==> src/core/rfhsp_consts.vh <==
/*
  constants of the radio module host serial port: register offsets,
  field positions, reset values and timing counts.
  assumes a 100 mhz core clock.
*/
`ifndef RFHSP_CONSTS_VH
`define RFHSP_CONSTS_VH

// register offsets on the plain register port
`define RFHSP_OFF_CTRL       4'h0
`define RFHSP_OFF_STATUS     4'h1
`define RFHSP_OFF_EXC        4'h2
`define RFHSP_OFF_EXC_MASK   4'h3
`define RFHSP_OFF_IRQ_STAT   4'h4
`define RFHSP_OFF_IRQ_CLR    4'h5
`define RFHSP_OFF_IRQ_EN     4'h6
`define RFHSP_OFF_CMD_DATA   4'h7
`define RFHSP_OFF_PAY_DATA   4'h8
`define RFHSP_OFF_RF_STATE   4'h9
`define RFHSP_OFF_BAUD       4'ha

// ctrl fields
`define RFHSP_CTRL_ACK_EN    0
`define RFHSP_CTRL_RESET     8'h00
// rf state field: 0 idle, 1 receive, 2 transmit
`define RFHSP_RF_IDLE        2'h0
`define RFHSP_RF_RX          2'h1
`define RFHSP_RF_TX          2'h2
// status fields
`define RFHSP_ST_RX_VALID    0
`define RFHSP_ST_TX_BUSY     1
`define RFHSP_ST_DRAINED     2
`define RFHSP_ST_DEFAULTS    3
`define RFHSP_ST_CLASS       4
// interrupt status bits
`define RFHSP_IRQ_RX_BYTE    0
`define RFHSP_IRQ_EXC        1
`define RFHSP_IRQ_DEFAULTS   2
`define RFHSP_IRQ_FRAME_ERR  3

`define RFHSP_EXC_MASK_RESET 8'hff
// baud divider: 100 mhz / 115200 baud
`define RFHSP_CLK_HZ         100000000
`define RFHSP_BAUD_DEFAULT   115200
`define RFHSP_BAUD_DIV       (`RFHSP_CLK_HZ / `RFHSP_BAUD_DEFAULT)
// factory-default sequence: extended high of 1 s, pulses no more than 1 s apart
`define RFHSP_LONG_HIGH_MS   1000
`define RFHSP_LONG_HIGH_CYC  (`RFHSP_LONG_HIGH_MS * (`RFHSP_CLK_HZ / 1000))
`define RFHSP_PULSE_GAP_MS   1000
`define RFHSP_PULSE_GAP_CYC  (`RFHSP_PULSE_GAP_MS * (`RFHSP_CLK_HZ / 1000))
`define RFHSP_PULSE_COUNT    3'h4
// indicator flash lengths
`define RFHSP_FLASH_MS_IDLE  50
`define RFHSP_FLASH_MS_ACT   200
`define RFHSP_FLASH_PERIOD_MS 1000

`endif

==> src/core/rfhsp_uart_rx.v <==
/*
  8n1 serial receiver with mid-bit sampling.
  assumes i_rx already synchronised to i_core_clk.
*/
`include "rfhsp_consts.vh"
module rfhsp_uart_rx #(
  parameter DIV_W = 16
) (
  input  wire             i_core_clk,
  input  wire             i_nrst,
  input  wire             i_ce,
  input  wire [DIV_W-1:0] i_div,
  input  wire             i_rx,
  output reg  [7:0]       o_data,
  output reg              o_valid,
  output reg              o_frame_err
);
  localparam S_IDLE  = 2'h0;
  localparam S_START = 2'h1;
  localparam S_DATA  = 2'h2;
  localparam S_STOP  = 2'h3;

  reg [1:0]       state_ff;
  reg [DIV_W-1:0] cnt_ff;
  reg [2:0]       bit_ff;
  reg [7:0]       sh_ff;

  always @(posedge i_core_clk or negedge i_nrst) begin
    if (!i_nrst) begin
      state_ff    <= S_IDLE;
      cnt_ff      <= {DIV_W{1'b0}};
      bit_ff      <= 3'h0;
      sh_ff       <= 8'h00;
      o_data      <= 8'h00;
      o_valid     <= 1'b0;
      o_frame_err <= 1'b0;
    end else if (i_ce) begin
      o_valid     <= 1'b0;
      o_frame_err <= 1'b0;
      case (state_ff)
        S_IDLE: begin
          if (!i_rx) begin
            state_ff <= S_START;
            cnt_ff   <= {1'b0, i_div[DIV_W-1:1]};
          end
        end
        S_START: begin
          if (cnt_ff != {DIV_W{1'b0}}) begin
            cnt_ff <= cnt_ff - 1'b1;
          end else if (i_rx) begin
            state_ff <= S_IDLE; // glitch, not a start bit
          end else begin
            state_ff <= S_DATA;
            cnt_ff   <= i_div;
            bit_ff   <= 3'h0;
          end
        end
        S_DATA: begin
          if (cnt_ff != {DIV_W{1'b0}}) begin
            cnt_ff <= cnt_ff - 1'b1;
          end else begin
            sh_ff  <= {i_rx, sh_ff[7:1]};
            cnt_ff <= i_div;
            bit_ff <= bit_ff + 1'b1;
            if (bit_ff == 3'h7) begin
              state_ff <= S_STOP;
            end
          end
        end
        S_STOP: begin
          if (cnt_ff != {DIV_W{1'b0}}) begin
            cnt_ff <= cnt_ff - 1'b1;
          end else begin
            state_ff    <= S_IDLE;
            o_data      <= sh_ff;
            o_valid     <= i_rx;
            o_frame_err <= !i_rx;
          end
        end
        default: begin
          state_ff <= S_IDLE;
        end
      endcase
    end
  end
endmodule // rfhsp_uart_rx

==> src/core/rfhsp_top.v <==
/*
  host-facing serial port of a frequency-hopping radio module: serial in
  and out, byte-class select, flow control, drained, response marker,
  exception flag, amplifier enables, activity flash, factory-default pin.
  assumes a core register port on i_core_clk; the radio engine side is
  reached through the payload/command registers and the rf state field.
*/
// Design decisions made here: the strobed register port and the address map.
// Functional notes
// - the port is held in reset while the reset pin is low; high runs it.
// - a byte taken while the class select is low is a command, high is payload.
// - while the power-down pin is low the port is frozen and inert.
// - clear-to-send is high while busy and low when another byte may come.
// - four high pulses then a long high on the default pin restore defaults.
// - the receive amplifier enable is high while receiving.
// - the transmit amplifier enable is high while transmitting.
// - an exception whose mask bit is set raises the exception flag.
// - reading the exception register lowers the exception flag.
// - payload and command responses leave on one serial output.
// - the response marker is low while a command response is being sent.
// - the drained output is high when the input byte is taken and sent.
// - with ack enabled, drained after a payload byte also waits for ack or retry exception.
// - the activity indicator flashes with a length that shows the state.
`include "rfhsp_consts.vh"
module rfhsp_top #(
  parameter DIV_W        = 16,
  parameter LONG_HIGH    = `RFHSP_LONG_HIGH_CYC,
  parameter PULSE_GAP    = `RFHSP_PULSE_GAP_CYC,
  parameter FLASH_PERIOD = `RFHSP_FLASH_PERIOD_MS * (`RFHSP_CLK_HZ / 1000),
  parameter FLASH_IDLE   = `RFHSP_FLASH_MS_IDLE * (`RFHSP_CLK_HZ / 1000),
  parameter FLASH_ACT    = `RFHSP_FLASH_MS_ACT * (`RFHSP_CLK_HZ / 1000)
) (
  input  wire        i_core_clk,
  input  wire        i_nrst,
  input  wire        i_ce,
  // pins
  input  wire        i_power_down_n,
  input  wire        i_cmd_data_in,
  input  wire        i_byte_class,
  input  wire        i_factory_default_trigger,
  output reg         o_cmd_data_out,
  output wire        o_cts_n,
  output reg         o_response_marker_n,
  output wire        o_tx_buffer_drained,
  output reg         o_exception_flag_out,
  output wire        o_receive_amp_enable,
  output wire        o_transmit_amp_enable,
  output reg         o_activity_indicator,
  // register port
  input  wire [3:0]  i_addr,
  input  wire [7:0]  i_wdata,
  input  wire        i_wr,
  input  wire        i_rd,
  output reg  [7:0]  o_rdata,
  // engine side
  input  wire        i_ack,
  input  wire [7:0]  i_exc_event,
  output wire        o_defaults_restore,
  output wire        o_irq
);

  ////////////////////////////////////////////////////////////////////////
  // input synchronisers and the run enable
  reg  [1:0] pd_sync_ff;
  reg  [1:0] rx_sync_ff;
  reg  [1:0] cls_sync_ff;
  reg  [1:0] pb_sync_ff;
  wire       run = i_ce & pd_sync_ff[1];

  always @(posedge i_core_clk or negedge i_nrst) begin
    if (!i_nrst) begin
      pd_sync_ff  <= 2'h0;
      rx_sync_ff  <= 2'h3;
      cls_sync_ff <= 2'h0;
      pb_sync_ff  <= 2'h0;
    end else if (i_ce) begin
      pd_sync_ff  <= {pd_sync_ff[0], i_power_down_n};
      rx_sync_ff  <= {rx_sync_ff[0], i_cmd_data_in};
      cls_sync_ff <= {cls_sync_ff[0], i_byte_class};
      pb_sync_ff  <= {pb_sync_ff[0], i_factory_default_trigger};
    end
  end

  ////////////////////////////////////////////////////////////////////////
  // registers
  reg  [7:0]       ctrl_ff;
  reg  [7:0]       exc_ff;
  reg  [7:0]       exc_mask_ff;
  reg  [3:0]       irq_stat_ff;
  reg  [3:0]       irq_en_ff;
  reg  [7:0]       rx_byte_ff;
  reg              rx_valid_ff;
  reg              rx_cmd_ff;
  reg  [1:0]       rf_state_ff;
  reg  [DIV_W-1:0] div_ff;
  reg              defaults_ff;
  reg              wait_ack_ff;
  // reset divider held at 32 bits, cut to DIV_W where it is loaded
  localparam [31:0] DIV_RST = `RFHSP_BAUD_DIV;

  wire [7:0]       rx_data;
  wire             rx_valid;
  wire             rx_ferr;
  wire             tx_busy;
  reg              tx_load;
  reg  [7:0]       tx_byte;
  reg              tx_is_resp;

  function hit;
    input [3:0] a;
    input [3:0] off;
    begin
      hit = (a == off);
    end
  endfunction

  wire rd_exc   = i_rd & hit(i_addr, `RFHSP_OFF_EXC);
  wire rd_rx    = i_rd & (hit(i_addr, `RFHSP_OFF_CMD_DATA) | hit(i_addr, `RFHSP_OFF_PAY_DATA));
  wire exc_new  = |(i_exc_event & exc_mask_ff);
  wire defaults_pulse;
  wire [3:0] irq_ev = {rx_ferr, defaults_pulse, exc_new, rx_valid};

  always @(posedge i_core_clk or negedge i_nrst) begin
    if (!i_nrst) begin
      ctrl_ff              <= `RFHSP_CTRL_RESET;
      exc_ff               <= 8'h00;
      exc_mask_ff          <= `RFHSP_EXC_MASK_RESET;
      irq_stat_ff          <= 4'h0;
      irq_en_ff            <= 4'h0;
      rx_byte_ff           <= 8'h00;
      rx_valid_ff          <= 1'b0;
      rx_cmd_ff            <= 1'b0;
      rf_state_ff          <= `RFHSP_RF_IDLE;
      div_ff               <= DIV_RST[DIV_W-1:0];
      o_exception_flag_out <= 1'b0;
      wait_ack_ff          <= 1'b0;
      o_rdata              <= 8'h00;
    end else if (run) begin
      if (i_wr && hit(i_addr, `RFHSP_OFF_CTRL))     ctrl_ff     <= i_wdata;
      if (i_wr && hit(i_addr, `RFHSP_OFF_EXC_MASK)) exc_mask_ff <= i_wdata;
      if (i_wr && hit(i_addr, `RFHSP_OFF_IRQ_EN))   irq_en_ff   <= i_wdata[3:0];
      if (i_wr && hit(i_addr, `RFHSP_OFF_RF_STATE)) rf_state_ff <= i_wdata[1:0];
      if (i_wr && hit(i_addr, `RFHSP_OFF_BAUD))     div_ff      <= {{(DIV_W-8){1'b0}}, i_wdata};
      // set wins over clear
      irq_stat_ff <= (irq_stat_ff & ~((i_wr && hit(i_addr, `RFHSP_OFF_IRQ_CLR)) ? i_wdata[3:0] : 4'h0))
                     | irq_ev;
      // exception register: read clears, new events still land
      exc_ff <= (rd_exc ? 8'h00 : exc_ff) | (i_exc_event & exc_mask_ff);
      if (exc_new) begin
        o_exception_flag_out <= 1'b1;
      end else if (rd_exc) begin
        o_exception_flag_out <= 1'b0;
      end
      if (rx_valid) begin
        rx_byte_ff  <= rx_data;
        rx_valid_ff <= 1'b1;
        rx_cmd_ff   <= !cls_sync_ff[1];
      end else if (rd_rx) begin
        rx_valid_ff <= 1'b0;
      end
      if (rx_valid && cls_sync_ff[1] && ctrl_ff[`RFHSP_CTRL_ACK_EN]) begin
        wait_ack_ff <= 1'b1;
      end else if (i_ack || exc_new) begin
        wait_ack_ff <= 1'b0;
      end
      o_rdata <= 8'h00;
      if (i_rd) begin
        case (i_addr)
          `RFHSP_OFF_CTRL:     o_rdata <= ctrl_ff;
          `RFHSP_OFF_STATUS:   o_rdata <= {3'h0, rx_cmd_ff, defaults_ff, o_tx_buffer_drained, tx_busy, rx_valid_ff};
          `RFHSP_OFF_EXC:      o_rdata <= exc_ff;
          `RFHSP_OFF_EXC_MASK: o_rdata <= exc_mask_ff;
          `RFHSP_OFF_IRQ_STAT: o_rdata <= {4'h0, irq_stat_ff};
          `RFHSP_OFF_IRQ_EN:   o_rdata <= {4'h0, irq_en_ff};
          `RFHSP_OFF_CMD_DATA: o_rdata <= rx_byte_ff;
          `RFHSP_OFF_PAY_DATA: o_rdata <= rx_byte_ff;
          `RFHSP_OFF_RF_STATE: o_rdata <= {6'h00, rf_state_ff};
          `RFHSP_OFF_BAUD:     o_rdata <= div_ff[7:0];
          default:             o_rdata <= 8'h00;
        endcase
      end
    end
  end

  assign o_irq = |(irq_stat_ff & irq_en_ff);
  // busy until software took the last byte; no second buffer
  assign o_cts_n = rx_valid_ff | !pd_sync_ff[1];
  assign o_tx_buffer_drained = !rx_valid_ff & !wait_ack_ff;
  assign o_receive_amp_enable  = run & (rf_state_ff == `RFHSP_RF_RX);
  assign o_transmit_amp_enable = run & (rf_state_ff == `RFHSP_RF_TX);

  ////////////////////////////////////////////////////////////////////////
  // receiver
  rfhsp_uart_rx #(.DIV_W(DIV_W)) u_rx (
    .i_core_clk  (i_core_clk),
    .i_nrst      (i_nrst),
    .i_ce        (run),
    .i_div       (div_ff),
    .i_rx        (rx_sync_ff[1]),
    .o_data      (rx_data),
    .o_valid     (rx_valid),
    .o_frame_err (rx_ferr)
  );

  ////////////////////////////////////////////////////////////////////////
  // transmitter: one line for payload and responses
  reg [9:0]       tsh_ff;
  reg [3:0]       tbits_ff;
  reg [DIV_W-1:0] tcnt_ff;
  assign tx_busy = (tbits_ff != 4'h0);

  always @* begin
    tx_load    = run & !tx_busy & i_wr &
                 (hit(i_addr, `RFHSP_OFF_CMD_DATA) | hit(i_addr, `RFHSP_OFF_PAY_DATA));
    tx_byte    = i_wdata;
    tx_is_resp = hit(i_addr, `RFHSP_OFF_CMD_DATA);
  end

  always @(posedge i_core_clk or negedge i_nrst) begin
    if (!i_nrst) begin
      tsh_ff              <= 10'h3ff;
      tbits_ff            <= 4'h0;
      tcnt_ff             <= {DIV_W{1'b0}};
      o_cmd_data_out      <= 1'b1;
      o_response_marker_n <= 1'b1;
    end else if (run) begin
      if (tx_load) begin
        tsh_ff              <= {1'b1, tx_byte, 1'b0};
        tbits_ff            <= 4'ha;
        tcnt_ff             <= div_ff;
        o_cmd_data_out      <= 1'b0;
        o_response_marker_n <= !tx_is_resp;
      end else if (tx_busy) begin
        if (tcnt_ff != {DIV_W{1'b0}}) begin
          tcnt_ff <= tcnt_ff - 1'b1;
        end else begin
          tcnt_ff        <= div_ff;
          tsh_ff         <= {1'b1, tsh_ff[9:1]};
          tbits_ff       <= tbits_ff - 1'b1;
          o_cmd_data_out <= (tbits_ff == 4'h1) ? 1'b1 : tsh_ff[1];
          if (tbits_ff == 4'h1) begin
            o_response_marker_n <= 1'b1;
          end
        end
      end
    end
  end

  ////////////////////////////////////////////////////////////////////////
  // factory-default sequence detector
  reg        pb_prev_ff;
  reg [2:0]  pcnt_ff;
  reg [31:0] hcnt_ff;
  reg [31:0] gap_ff;
  reg        restore_ff;
  assign defaults_pulse     = restore_ff;
  assign o_defaults_restore = restore_ff;

  always @(posedge i_core_clk or negedge i_nrst) begin
    if (!i_nrst) begin
      pb_prev_ff  <= 1'b0;
      pcnt_ff     <= 3'h0;
      hcnt_ff     <= 32'h0;
      gap_ff      <= 32'h0;
      restore_ff  <= 1'b0;
      defaults_ff <= 1'b0;
    end else if (run) begin
      pb_prev_ff <= pb_sync_ff[1];
      restore_ff <= 1'b0;
      if (pb_sync_ff[1]) begin
        gap_ff <= 32'h0;
        if (hcnt_ff != LONG_HIGH) hcnt_ff <= hcnt_ff + 32'h1;
        if (hcnt_ff == LONG_HIGH - 1 && pcnt_ff == `RFHSP_PULSE_COUNT) begin
          restore_ff  <= 1'b1;
          defaults_ff <= 1'b1;
          pcnt_ff     <= 3'h0;
        end
      end else begin
        hcnt_ff <= 32'h0;
        if (pb_prev_ff && hcnt_ff != LONG_HIGH && pcnt_ff != `RFHSP_PULSE_COUNT) begin
          pcnt_ff <= pcnt_ff + 3'h1;
        end
        if (gap_ff == PULSE_GAP) begin
          pcnt_ff <= 3'h0; // sequence abandoned
        end else begin
          gap_ff <= gap_ff + 32'h1;
        end
      end
    end
  end

  ////////////////////////////////////////////////////////////////////////
  // activity indicator: flash length shows idle vs rf busy
  reg [31:0] fcnt_ff;
  wire [31:0] flash_len = (rf_state_ff == `RFHSP_RF_IDLE) ? FLASH_IDLE : FLASH_ACT;

  always @(posedge i_core_clk or negedge i_nrst) begin
    if (!i_nrst) begin
      fcnt_ff              <= 32'h0;
      o_activity_indicator <= 1'b0;
    end else if (run) begin
      fcnt_ff              <= (fcnt_ff >= FLASH_PERIOD - 1) ? 32'h0 : fcnt_ff + 32'h1;
      o_activity_indicator <= (fcnt_ff < flash_len);
    end
  end

endmodule // rfhsp_top

==> config.mk <==
export PLATFORM = sky130hd
export DESIGN_NAME = rfhsp_top
export DESIGN_NICKNAME = d
export VERILOG_FILES = /design/src/core/rfhsp_uart_rx.v /design/src/core/rfhsp_top.v
export VERILOG_INCLUDE_DIRS = /design/src /design/src/core
export SDC_FILE = /design/constraint.sdc
export NUM_CORES = 1
export LEC_CHECK = 0
export ABC_AREA = 1
export ABC_CLOCK_PERIOD_IN_PS = 2100
export BUFFER_PORTS_ARGS = -buffer_cell sky130_fd_sc_hd__buf_2
export CAP_MARGIN = 10
export CORE_UTILIZATION = 55
export CTS_CLUSTER_DIAMETER = 100
export DETAILED_ROUTE_END_ITERATION = 8
export PLACE_DENSITY = 0.72
export SYNTH_ARGS = -nofsm -noshare
export SYNTH_HDL_FRONTEND = slang
export SYNTH_SLANG_ARGS = --single-unit
==> constraint.sdc <==
create_clock -name i_core_clk -period 2.1 [get_ports i_core_clk]
set_clock_uncertainty 0.05 [all_clocks]
set_input_delay 0.42 -clock i_core_clk [delete_from_list [all_inputs] [get_ports i_core_clk]]
set_output_delay 0.42 -clock i_core_clk [all_outputs]
set_load 0.02 [all_outputs]
==> results of run 1 <==
==> layout by cell type (no fill, tap or decap), types with 7 or more instances in the layout <==
cell type | synthesis | final
sky130_fd_sc_hd__clkbuf_1 | 14 | 8
sky130_fd_sc_hd__o22ai_1 | 13 | 13
sky130_fd_sc_hd__nand2_2 | 7 | 9
sky130_fd_sc_hd__ha_1 | 30 | 28
sky130_fd_sc_hd__xnor2_1 | 11 | 11
sky130_fd_sc_hd__a21oi_1 | 25 | 25
sky130_fd_sc_hd__dfstp_2 | 24 | 24
sky130_fd_sc_hd__buf_4 | 10 | 47
sky130_fd_sc_hd__o21ai_1 | 13 | 13
sky130_fd_sc_hd__nor2_1 | 279 | 273
sky130_fd_sc_hd__dfrtp_1 | 219 | 219
sky130_fd_sc_hd__xor2_1 | 34 | 34
sky130_fd_sc_hd__clkbuf_16 | 0 | 29
sky130_fd_sc_hd__o21ai_2 | 28 | 28
sky130_fd_sc_hd__or2_2 | 7 | 7
sky130_fd_sc_hd__nor2_2 | 14 | 19
sky130_fd_sc_hd__o21ai_0 | 134 | 134
sky130_fd_sc_hd__nand2_1 | 729 | 726
sky130_fd_sc_hd__nor3_1 | 25 | 23
sky130_fd_sc_hd__buf_12 | 0 | 7
sky130_fd_sc_hd__inv_1 | 229 | 226
sky130_fd_sc_hd__buf_2 | 12 | 44
sky130_fd_sc_hd__nand3_1 | 166 | 164
sky130_fd_sc_hd__nand4_1 | 34 | 34
==> cell type report <==
type / instances / area share (%)
Multi-Input combinational cell: 1595 / 45.4
Sequential cell: 243 / 36.5
Inverter: 234 / 5.34
Clock buffer: 40 / 4.76
Timing Repair Buffer: 101 / 4.47
Tap cell: 335 / 2.50
Clock inverter: 12 / 0.993
Timing Repair inverter: 1 / 0.0448
Antenna cell: 1 / 0.0149
==> cells by family after synthesis <==
kind of cell	share of synthesized area, %
AO/OA/AOI/OAI	8.97
XOR/XNOR	2.66
adder cells (fa/ha/maj)	2.54
buffers and inverters	7.84
flip-flops	41.3
multiplexers	0.228
AND/OR/NAND/NOR	36.5
==> what timing repair did <==
| action | 4_1_cts | 5_1_grt |
|---|---|---|
| endpoints found under the hold margin | 34 | 0 |
| gates resized for setup | 6 | 23 |
| cloned | 0 | 2 |
| pin swaps | 0 | 1 |
| endpoints found under the setup margin | 2 | 112 |
| buffers inserted | 0 | 3 |
| hold buffers | 1 | 0 |
==> how the worst max path moves through the flow <==
stage	from	to	slack, ns	cells past startpoint
final	pd_sync_ff[1]	o_receive_amp_enable	0.11	4
after global routing	gap_ff[0]	gap_ff[10]	-0.003	11
after CTS	pd_sync_ff[1]	o_transmit_amp_enable	0.005	4
after detailed placement	gap_ff[0]	gap_ff[14]	0.02	9
after global placement	gap_ff[0]	gap_ff[14]	0.06	9
after floorplan	rf_state_ff[1]	o_activity_indicator	0.20	8
==> flip-flops by register name, summed over array words and instances, names as in the netlist, 9 cells and up, named ones only <==
signal / flops
hcnt_ff: 32
fcnt_ff: 32
div_ff: 9
tcnt_ff: 16
u_rx.cnt_ff: 16
gap_ff: 32
==> worst max-delay path, stage by stage, from the launching register on <==
cell	delay [ns]
sky130_fd_sc_hd__dfrtp_1	0.36
sky130_fd_sc_hd__nand2_2	0.09
sky130_fd_sc_hd__buf_6	0.18
sky130_fd_sc_hd__nor3_4	0.17
sky130_fd_sc_hd__buf_4	0.18
==> where the power goes <==
part | total, mW | switching (mW) | leakage [nW] | internal (mW)
combinational | 3.77 | 2.43 | 4.26 | 1.34
sequential | 5.90 | 0.594 | 3.13 | 5.31
clock | 5.08 | 1.96 | 0.473 | 3.12
==> routing by layer <==
metal / global-route usage (%) / share of wire (%)
met5: 0 / 0
met1: 41.7 / 47
met3: 4.34 / 5.9
met4: 8.37 / 3.1
met2: 44.3 / 44
==> stage by stage <==
step	instance area, um^2	hold WS [ns]
6_report	16800	0.0363
5_1_grt	16800	0.0392
4_1_cts	16600	0.0170
3_5_place_dp	15600	0.287
3_3_place_gp	15600	0.287
2_1_floorplan	14800	0.0744
==> summary.md, run 1 <==
| Metric | Value |
|---|---|
| Most numerous cell in the Yosys netlist | sky130_fd_sc_hd__nand2_1 |
| Pin count of the biggest net entering global routing | 62 |
| Avg WL per Cell | 14.9 um |
| Cell Rows | slightly below 60 |
| Vias | ~14,000 |
| Relative slew slack | between 50% and 60% |
| Die Ht | 166 um |
| Crit share post-route | 95.0% |
| Worst R2R Start | gap_ff[0] |
| DIE WIDTH | 166 um |
| Share of the yosys chip area belonging to registers | 41.3% |
| Async set-reset flop share out of synthesis | 100% |
| Clock sink count | roughly 240 |
| Clk Tree Root Cell | sky130_fd_sc_hd__clkbuf_16 |
| Min-Delay Path Depth | 3 |
| Share of the synthesized area in the top cell type | 37.0% |
| Tightest Pin Transition | 0.632 ns |
| Total track usage | between 20% and 30% |
| Smallest setup slack after layout | 0.106 ns |
| Pre-CTS worst setup slack | about 0.025 ns |
| Utilization of the core after routing | roughly 64% |
| CP Max Fanout | 14 |
| Number of slew-limit violations in the final report | 0 |
| Total standard cell area after synthesis | around 15,000 um^2 |
| Number of library cell types mapped by synthesis | 47 |
| Fill cell instance count of the final layout | 2,337 |
| Area contributors post-synth | sky130_fd_sc_hd__dfrtp_1 37%, sky130_fd_sc_hd__nand2_1 18%, sky130_fd_sc_hd__nor2_1 7.1%, sky130_fd_sc_hd__inv_1 5.8%, sky130_fd_sc_hd__nand3_1 5.6% |
| Element type at the critical path end | primary output |
| Final Setup Violations | 0 |
| Sum of routed wire length over all layers | around 38,000 um |
| GRT overflow | 0 |
| Die Footprint | 27,600 um^2 |
| Clock tree from TritonCTS | done |
| Power per unit of standard cell area | 881 nW/um^2 |
| Fmax | 501 MHz |
| Total area of sequential cells | 6110 um^2 |
| Vias per Instance | 5.38 |
| Largest area contributor in the synthesized netlist | sky130_fd_sc_hd__dfrtp_1 |
| Final hold vios | 0 |
| Clk Latency, worst-skew pair | ~0.54 ns |
| Power Total | 14.8 mW |
| Post-synthesis average cell area | 6.98 um^2 |
| Class of the tightest hold or removal check | input pin to flip-flop |
| Worst Hold Path EP | pd_sync_ff[0] |
| Startpoint kind of the worst setup timing path | flip-flop |
| Number of top-level design ports | 48 |
| Global placer's final weighted congestion | 0.930 |
| Layout-stage area growth over the synthesis result | 13.3% |
| Fin Setup TNS | 0 ns |
| Peak supply drop | 816 uV |
| Violated checks | design-rule violations |
| Post-layout nets | 2,264 |
| Reg2reg end | gap_ff[11] |
| Post-route DRC violation count | 1 |
| Required time of the critical path | 1.63 ns |
| Minimum setup slack among reg-to-reg paths | approximately 0.13 ns |
| Number of detailed-route iterations in the first pass | 9 |
| Clock edge transition at the registers on the reported setup and hold paths | 0.06 ns |
| Total nets after synthesis | 2,178 |
| Outcome | finished with violations |
| Iter 0 DRT Violations | around 1,100 |
| First-pass GRT wire length | 65,200 um |
| Synth warn | 0 |
| Synthesis-stage register bit count | between 200 and 250 |
| Effective utilization at floorplan | 56.5% |
| Leading cell types by count after synthesis | 729 x sky130_fd_sc_hd__nand2_1, 279 x sky130_fd_sc_hd__nor2_1, 229 x sky130_fd_sc_hd__inv_1 |
| Footprint of the multi-input gates | 7610 um^2 |
| Total placed cells including tap cells | 2,503 |
| Core area | roughly 26,000 um^2 |
| Data arrival time of the worst path | 1.52 ns |
| TritonCTS buffer count | 28 |
| Critical path class | flip-flop to primary output |
| Count of input and output buffers | 47 |
| Hold path startpoint | i_power_down_n |
| Proportion of layout cells with a drive suffix above 1 | 12.3% |
| Leak | 7.87 nW |
| Longest Clk Path Bufs | 3 |
| Ys flop type | sky130_fd_sc_hd__dfrtp_1 |
| H-tree depth reported by CTS | 1 |
| Max cap viols | 0 |
| Via count of the first global-routing pass | between 10,000 and 15,000 |
| Cell depth of the worst flop-to-flop path | 9 |
| Post-route non-filler standard cell count | approximately 2,600 |
| Number of synthesized flops with an enable pin | 0 |
| Remaining number of nets flagged by the antenna check after routing | 0 |
| Initial antenna violation count | 1 |
| Cells after Synth | about 2,100 |
| Final critical-path required period | 1.99 ns |
| Post-detailed-placement half-perimeter wirelength | 28,500 um |
(Power assumes the default switching activity.)
==> run 2: changes to the inputs <==
- CORE_ASPECT_RATIO: unset -> 1.25
- MAX_ROUTING_LAYER: unset -> met4
==> run 2 against run 1 <==
The run now ends clean. Global-route usage increased by 2.3 points. Clock-buffer cell count decreased by 4. Critical endpoint is now o_transmit_amp_enable. Largest cell class unchanged. Critical path depth unchanged. Worst hold slack about the same. Flip-flop and latch count unchanged.
==> summary.md, run 2 (synthesis results as in run 1) <==
| Metric | Value |
|---|---|
| Outcome | completed (was finished with violations) |
| Fin Setup TNS | 0 ns (unchanged) |
| Most frequent cells in the layout | 725 x sky130_fd_sc_hd__nand2_1, 275 x sky130_fd_sc_hd__nor2_1, 227 x sky130_fd_sc_hd__inv_1, 219 x sky130_fd_sc_hd__dfrtp_1, 163 x sky130_fd_sc_hd__nand3_1 (was 726 x sky130_fd_sc_hd__nand2_1, 273 x sky130_fd_sc_hd__nor2_1, 226 x sky130_fd_sc_hd__inv_1, 219 x sky130_fd_sc_hd__dfrtp_1, 164 x sky130_fd_sc_hd__nand3_1) |
| H-tree depth reported by CTS | 1 (unchanged) |
| Clock sink count | 243 (unchanged) |
| GRT overflow | 0 (unchanged) |
| Vias per Instance | 5.40 (was 5.38) |
| Final critical-path required period | 2.05 ns (was 1.99 ns) |
| Fmax | 488 MHz (was 501 MHz) |
| Sum of routed wire length over all layers | 39,900 um (was 38,300 um) |
| Remaining number of nets flagged by the antenna check after routing | 0 (unchanged) |
| Via count of the first global-routing pass | 13,500 (was 13,200) |
| Count of input and output buffers | 47 (unchanged) |
| Total track usage | 31.0% (was 28.7%) |
| Peak supply drop | 799 uV (was 816 uV) |
| Global placer's final weighted congestion | 1.02 (was 0.930) |
| Post-layout nets | 2,261 (was 2,264) |
| Clk Latency, worst-skew pair | 0.56 ns (was 0.54 ns) |
| Utilization of the core after routing | 64.1% (was 63.9%) |
| Number of slew-limit violations in the final report | 0 (unchanged) |
| Unrepaired setup endpoints after global routing | yes |
| Element type at the critical path end | primary output (unchanged) |
| Post-route DRC violation count | 0 (was 1) |
| Power Total | 15.1 mW (was 14.8 mW) |
| Critical path class | flip-flop to primary output (unchanged) |
| Data arrival time of the worst path | 1.58 ns (was 1.52 ns) |
| Initial antenna violation count | 0 (was 1) |
| Smallest setup slack after layout | 0.0504 ns (was 0.106 ns) |
| Delay-heaviest family, CP | flip-flops (unchanged) |
| DIE WIDTH | 149 um (was 166 um) |
| Startpoint kind of the worst setup timing path | flip-flop (unchanged) |
| Die Footprint | 27,600 um^2 (about the same) |
| Required time of the critical path | 1.63 ns (about the same) |
| Clock tree from TritonCTS | done (unchanged) |
| Number of detailed-route iterations in the first pass | 5 (was 9) |
| Pin count of the biggest net entering global routing | 48 (was 62) |
| Largest registers | fcnt_ff: 32 flops, gap_ff: 32 flops, hcnt_ff: 32 flops (unchanged) |
| Proportion of layout cells with a drive suffix above 1 | 12.2% (was 12.3%) |
| Clock edge transition at the registers on the reported setup and hold paths | 0.06 ns (about the same) |
| Biggest cell delay along the critical path | 0.37 ns (was 0.36 ns) |
| Vias | 13,800 (about the same) |
| Diode count | 0 (was 1) |
| Worst-path cell with the longest stage delay | sky130_fd_sc_hd__dfrtp_1 (unchanged) |
| Avg WL per Cell | 15.6 um (was 14.9 um) |
| Final Setup Violations | 0 (unchanged) |
| Crit share post-route | 97.6% (was 95.0%) |
| First-pass GRT wire length | 66,400 um (was 65,200 um) |
| Iter 0 DRT Violations | 783 (was 1,133) |
| Clk Tree Root Cell | sky130_fd_sc_hd__clkbuf_16 (unchanged) |
| Chain of cells forming the critical path | nand2_2 > buf_12 > nor3_4 > buf_4 (was nand2_2 > buf_6 > nor3_4 > buf_4) |
| TritonCTS buffer count | 27 (was 28) |
| Relative slew slack | 60.3% (was 57.4%) |
| CP Max Fanout | 27 (was 14) |
| Core area | 26,300 um^2 (was 26,200 um^2) |
| Class of the tightest hold or removal check | input pin to flip-flop (unchanged) |
| Pre-CTS worst setup slack | -0.0313 ns (was 0.0249 ns) |
| Tightest Pin Transition | 0.589 ns (was 0.632 ns) |
| Most frequent standard cell in the layout excluding fill and tap cells | sky130_fd_sc_hd__nand2_1 (unchanged) |
| Crit path buffers/inverters | 2 (unchanged) |
| Power per unit of standard cell area | 896 nW/um^2 (was 881 nW/um^2) |
| Number of top-level design ports | 48 (unchanged) |
| Layout-stage area growth over the synthesis result | 13.7% (was 13.3%) |
| Die Ht | 185 um (was 166 um) |
| Cell Rows | 66 (was 59) |
| Post-detailed-placement half-perimeter wirelength | 29,400 um (was 28,500 um) |
| Final hold vios | 0 (unchanged) |
| Leak | 7.88 nW (was 7.87 nW) |
| Max cap viols | 0 (unchanged) |
| Effective utilization at floorplan | 56.3% (was 56.5%) |
| Longest Clk Path Bufs | 3 (unchanged) |
run 2: changes by cell type in the layout (fill, tap and decap cells not counted), moves of 2 or more:
cell	before	now
sky130_fd_sc_hd__clkbuf_1	8	3
sky130_fd_sc_hd__buf_4	47	44
sky130_fd_sc_hd__clkbuf_8	3	6
sky130_fd_sc_hd__nor2_2	19	16
sky130_fd_sc_hd__bufinv_16	4	6
sky130_fd_sc_hd__clkbuf_16	29	27
sky130_fd_sc_hd__inv_2	6	4
sky130_fd_sc_hd__nor2_1	273	275
run 2: path summary, 6_finish.rpt:
| kind | cells after the start | start | end | slack [ns] |
|---|---|---|---|---|
| max | 4 | pd_sync_ff[1] | o_transmit_amp_enable | 0.05 |
| min | 2 | i_cmd_data_in | rx_sync_ff[0] | 0.04 |
| max in group asynchronous | 3 | i_nrst | exc_mask_ff[7] | 0.99 |
| max reg2reg | 7 | u_rx.cnt_ff[0] | u_rx.o_data[0] | 0.16 |
| min in group asynchronous | 2 | i_nrst | fcnt_ff[9] | 0.33 |
| min reg2reg | 1 | cls_sync_ff[1] | rx_cmd_ff | 0.41 |
run 2: stage by stage:
| step | cells | hold WS (ns) | instance area [um^2] |
|---|---|---|---|
| floorplan | 2118 | 0.0744 | 14800 |
| global placement | 2506 | 0.319 | 15600 |
| detailed placement | 2506 | 0.316 | 15600 |
| CTS | 2559 | 0.0137 | 16700 |
| global route | 2562 | 0.0328 | 16800 |
| finish | 2562 | 0.0367 | 16800 |
run 2: timing repair:
item | 4_1_cts | 5_1_grt
setup buffers | 0 | 2
hold buffers | 2 | 0
cloned | 1 | 1
hold endpoints to repair | 30 | 0
pin swaps | 0 | 1
resized for setup | 7 | 23
setup endpoints to repair | 10 | 79
run 2: routing by layer:
metal / up-vias / part of all wire, % / track usage, %
li1: 6886 / - / -
met1: 6483 / 43 / 38.2
met2: 366 / 49 / 52.7
met3: 99 / 4.6 / 3.20
met4: 0 / 3.3 / 11.2
met5: - / 0 / -
run 2: cell type report:
type	count	area, um^2
Timing Repair inverter	1	7.51
Sequential cell	243	6110
Multi-Input combinational cell	1595	7640
Clock buffer	36	769
Fill cell	2419	9440
Tap cell	340	425
Inverter	234	890
Clock inverter	14	235
Timing Repair Buffer	99	746
run 2: report_power, final:
part | switching (mW) | internal [mW] | total [mW]
logic | 2.46 | 1.33 | 3.79
clock network | 2.06 | 3.32 | 5.37
registers | 0.598 | 5.30 | 5.90
total | 5.11 | 9.95 | 15.1
==> run 3: changes to the inputs <==
- CORE_ASPECT_RATIO: 1.25 -> unset
==> run 3 against run 2 <==
The run now ends with design-rule violations left. Critical endpoint unchanged. Flip-flop and latch count stayed put. Wire length is 2.8% lower. Maximum frequency is 2.1% higher. Critical path depth stayed put. Largest cell class unchanged.
==> summary.md, run 3 (synthesis results as in run 1) <==
| Metric | Value |
|---|---|
| Outcome | finished with violations (was completed) |
| Violated checks | design-rule violations |
| Proportion of layout cells with a drive suffix above 1 | 12.4% (was 12.2%) |
| Unrepaired setup endpoints after global routing | yes (unchanged) |
| Element type at the critical path end | primary output (unchanged) |
| Post-layout nets | 2,264 (was 2,261) |
| Diode count | 0 (unchanged) |
| Effective utilization at floorplan | 56.5% (was 56.3%) |
| Core area | 26,200 um^2 (was 26,300 um^2) |
| Delay-heaviest family, CP | flip-flops (unchanged) |
| Clk Latency, worst-skew pair | 0.54 ns (was 0.56 ns) |
| Max cap viols | 0 (unchanged) |
| Via count of the first global-routing pass | 13,100 (was 13,500) |
| Peak supply drop | 754 uV (was 799 uV) |
| Internal | 9.83 mW (was 9.95 mW) |
| Startpoint kind of the worst setup timing path | flip-flop (unchanged) |
| Clock sink count | 243 (unchanged) |
| Crit path buffers/inverters | 2 (unchanged) |
| Total placed cells including tap cells | 2,506 (unchanged) |
| Power per unit of standard cell area | 888 nW/um^2 (was 896 nW/um^2) |
| Clock edge transition at the registers on the reported setup and hold paths | 0.06 ns (about the same) |
| CP Max Fanout | 11 (was 27) |
| Sum of routed wire length over all layers | 38,800 um (was 39,900 um) |
| Biggest cell delay along the critical path | 0.38 ns (was 0.37 ns) |
| Hold_ws | 0.0439 ns (was 0.0367 ns) |
| Relative slew slack | 59.2% (was 60.3%) |
| DIE WIDTH | 166 um (was 149 um) |
| Die Footprint | 27,600 um^2 (about the same) |
| Leak | 7.87 nW (was 7.88 nW) |
| Vias | 13,700 (was 13,800) |
| Fmax | 498 MHz (was 488 MHz) |
| Layout-stage area growth over the synthesis result | 13.3% (was 13.7%) |
| Cell Rows | 59 (was 66) |
| Final Setup Violations | 0 (unchanged) |
| Number of top-level design ports | 48 (unchanged) |
| Combinational share of power | 25.2% (about the same) |
| Class of the tightest hold or removal check | input pin to flip-flop (unchanged) |
| Switching power | 5.05 mW (was 5.11 mW) |
| Count of input and output buffers | 47 (unchanged) |
| Clock tree from TritonCTS | done (unchanged) |
| Chain of cells forming the critical path | nand2_2 > buf_4 > nor3_4 > buf_4 (was nand2_2 > buf_12 > nor3_4 > buf_4) |
| Post-detailed-placement half-perimeter wirelength | 28,700 um (was 29,400 um) |
| Largest registers | fcnt_ff: 32 flops, gap_ff: 32 flops, hcnt_ff: 32 flops (unchanged) |
| Pin count of the biggest net entering global routing | 58 (was 48) |
| Remaining number of nets flagged by the antenna check after routing | 0 (unchanged) |
| Most frequent standard cell in the layout excluding fill and tap cells | sky130_fd_sc_hd__nand2_1 (unchanged) |
| Crit share post-route | 95.6% (was 97.6%) |
| Total track usage | 29.8% (was 31.0%) |
| GRT overflow | 0 (unchanged) |
| Required time of the critical path | 1.63 ns (about the same) |
| Switching share of power | 33.9% (about the same) |
| Critical path class | flip-flop to primary output (unchanged) |
| H-tree depth reported by CTS | 1 (unchanged) |
| Clk Tree Root Cell | sky130_fd_sc_hd__clkbuf_16 (unchanged) |
| Die Ht | 166 um (was 185 um) |
| Worst-path cell with the longest stage delay | sky130_fd_sc_hd__dfrtp_1 (unchanged) |
| Utilization of the core after routing | 64.0% (was 64.1%) |
| Share of total power in the clock network | 35.2% (was 35.7%) |
| Sequential share of power | 39.6% (was 39.2%) |
| Final critical-path required period | 2.01 ns (was 2.05 ns) |
| Tightest Pin Transition | 0.605 ns (was 0.589 ns) |
| Initial antenna violation count | 0 (unchanged) |
| Data arrival time of the worst path | 1.54 ns (was 1.58 ns) |
| Global placer's final weighted congestion | 0.970 (was 1.02) |
| Final hold vios | 0 (unchanged) |
| Longest Clk Path Bufs | 3 (unchanged) |
| Most numerous cell on the critical path | sky130_fd_sc_hd__buf_4 |
| Post-route non-filler standard cell count | 2,560 (was 2,562) |
| Avg WL per Cell | 15.1 um (was 15.6 um) |
| TritonCTS buffer count | 27 (unchanged) |
| Most frequent cells in the layout | 726 x sky130_fd_sc_hd__nand2_1, 274 x sky130_fd_sc_hd__nor2_1, 228 x sky130_fd_sc_hd__inv_1, 219 x sky130_fd_sc_hd__dfrtp_1, 164 x sky130_fd_sc_hd__nand3_1 (was 725 x sky130_fd_sc_hd__nand2_1, 275 x sky130_fd_sc_hd__nor2_1, 227 x sky130_fd_sc_hd__inv_1, 219 x sky130_fd_sc_hd__dfrtp_1, 163 x sky130_fd_sc_hd__nand3_1) |
| Vias per Instance | 5.37 (was 5.40) |
| First-pass GRT wire length | 65,500 um (was 66,400 um) |
| Number of detailed-route iterations in the first pass | 7 (was 5) |
| Iter 0 DRT Violations | 1,142 (was 783) |
| Number of slew-limit violations in the final report | 0 (unchanged) |
| Post-route DRC violation count | 1 (was 0) |
==> run 3: changes by cell type in the layout (fill, tap and decap cells not counted), sizes merged <==
cell | previous run | this run
clkbuf | 36 | 31
clkinvlp | 2 | 7
buf | 97 | 101
dlygate4sd3 | 2 | 1
==> run 3: layout make-up <==
| class | count | area (um^2) |
|---|---|---|
| tap | 335 | 419 |
| inverter | 234 | 891 |
| fill | 2365 | 9450 |
| clock inverter | 19 | 269 |
| sequential | 243 | 6110 |
| timing repair inverter | 1 | 7.51 |
| multi-input combinational | 1595 | 7610 |
| clock buffer | 31 | 721 |
| timing repair buffer | 102 | 732 |
==> run 3: worst paths after layout <==
kind / startpoint / end / slack, ns / cells after the start
max in group asynchronous: i_nrst / div_ff[5] / 0.89 / 3
hold reg to reg: o_rdata[3] / o_rdata[3] / 0.43 / 2
setup / recovery: pd_sync_ff[1] / o_transmit_amp_enable / 0.09 / 4
hold / removal: i_power_down_n / pd_sync_ff[0] / 0.04 / 3
setup reg to reg: u_rx.cnt_ff[0] / u_rx.cnt_ff[15] / 0.13 / 10
min in group asynchronous: i_nrst / hcnt_ff[26] / 0.35 / 2
==> run 3: through the flow <==
step | setup WS (ns) | total power, mW | TNS, ns | area (um^2)
2_1_floorplan | 0.204 | 8.51 | 0 | 14800
5_1_grt | -0.0368 | 15.7 | -0.137 | 16800
3_5_place_dp | -0.00316 | 9.61 | -0.00316 | 15600
6_report | 0.0925 | 14.9 | 0 | 16800
4_1_cts | 0.0145 | 14.9 | 0 | 16700
3_3_place_gp | 0.0688 | 9.50 | 0 | 15600
==> run 3: power by group through the flow <==
| stage | registers (mW) | clock network (mW) | logic, mW |
|---|---|---|---|
| detailed placement | 5.94 | 0 | 3.67 |
| floorplan | 5.81 | 0 | 2.70 |
| CTS | 5.88 | 5.32 | 3.71 |
| finish | 5.89 | 5.24 | 3.75 |
| global route | 5.97 | 5.50 | 4.28 |
| global placement | 5.92 | 0 | 3.58 |
==> run 3: repair_timing <==
action,CTS,global route
setup endpoints to repair,7,73
cloned,1,1
endpoints found under the hold margin,48,0
pin swaps,0,2
resized for setup,4,24
hold buffers,1,0
setup buffers,0,1
==> run 3: per-layer routing <==
metal | up-vias | track usage, % | wire (um)
met5 | - | - | 0
li1 | 6894 | - | -
met1 | 6381 | 41.7 | 17900
met2 | 391 | 45.5 | 17400
met4 | 0 | 8.33 | 1120
met3 | 81 | 3.69 | 2300
==> run 3: worst register-to-register path, stage by stage (launching register included) <==
cell,delay (ns)
sky130_fd_sc_hd__dfrtp_1,0.37
sky130_fd_sc_hd__inv_1,0.14
sky130_fd_sc_hd__ha_2,0.24
sky130_fd_sc_hd__nand3_2,0.14
sky130_fd_sc_hd__nor2_2,0.16
sky130_fd_sc_hd__nand3_1,0.18
sky130_fd_sc_hd__nand2_1,0.13
sky130_fd_sc_hd__buf_4,0.18
sky130_fd_sc_hd__nor2_1,0.09
sky130_fd_sc_hd__nand3_1,0.08
sky130_fd_sc_hd__o21ai_0,0.10
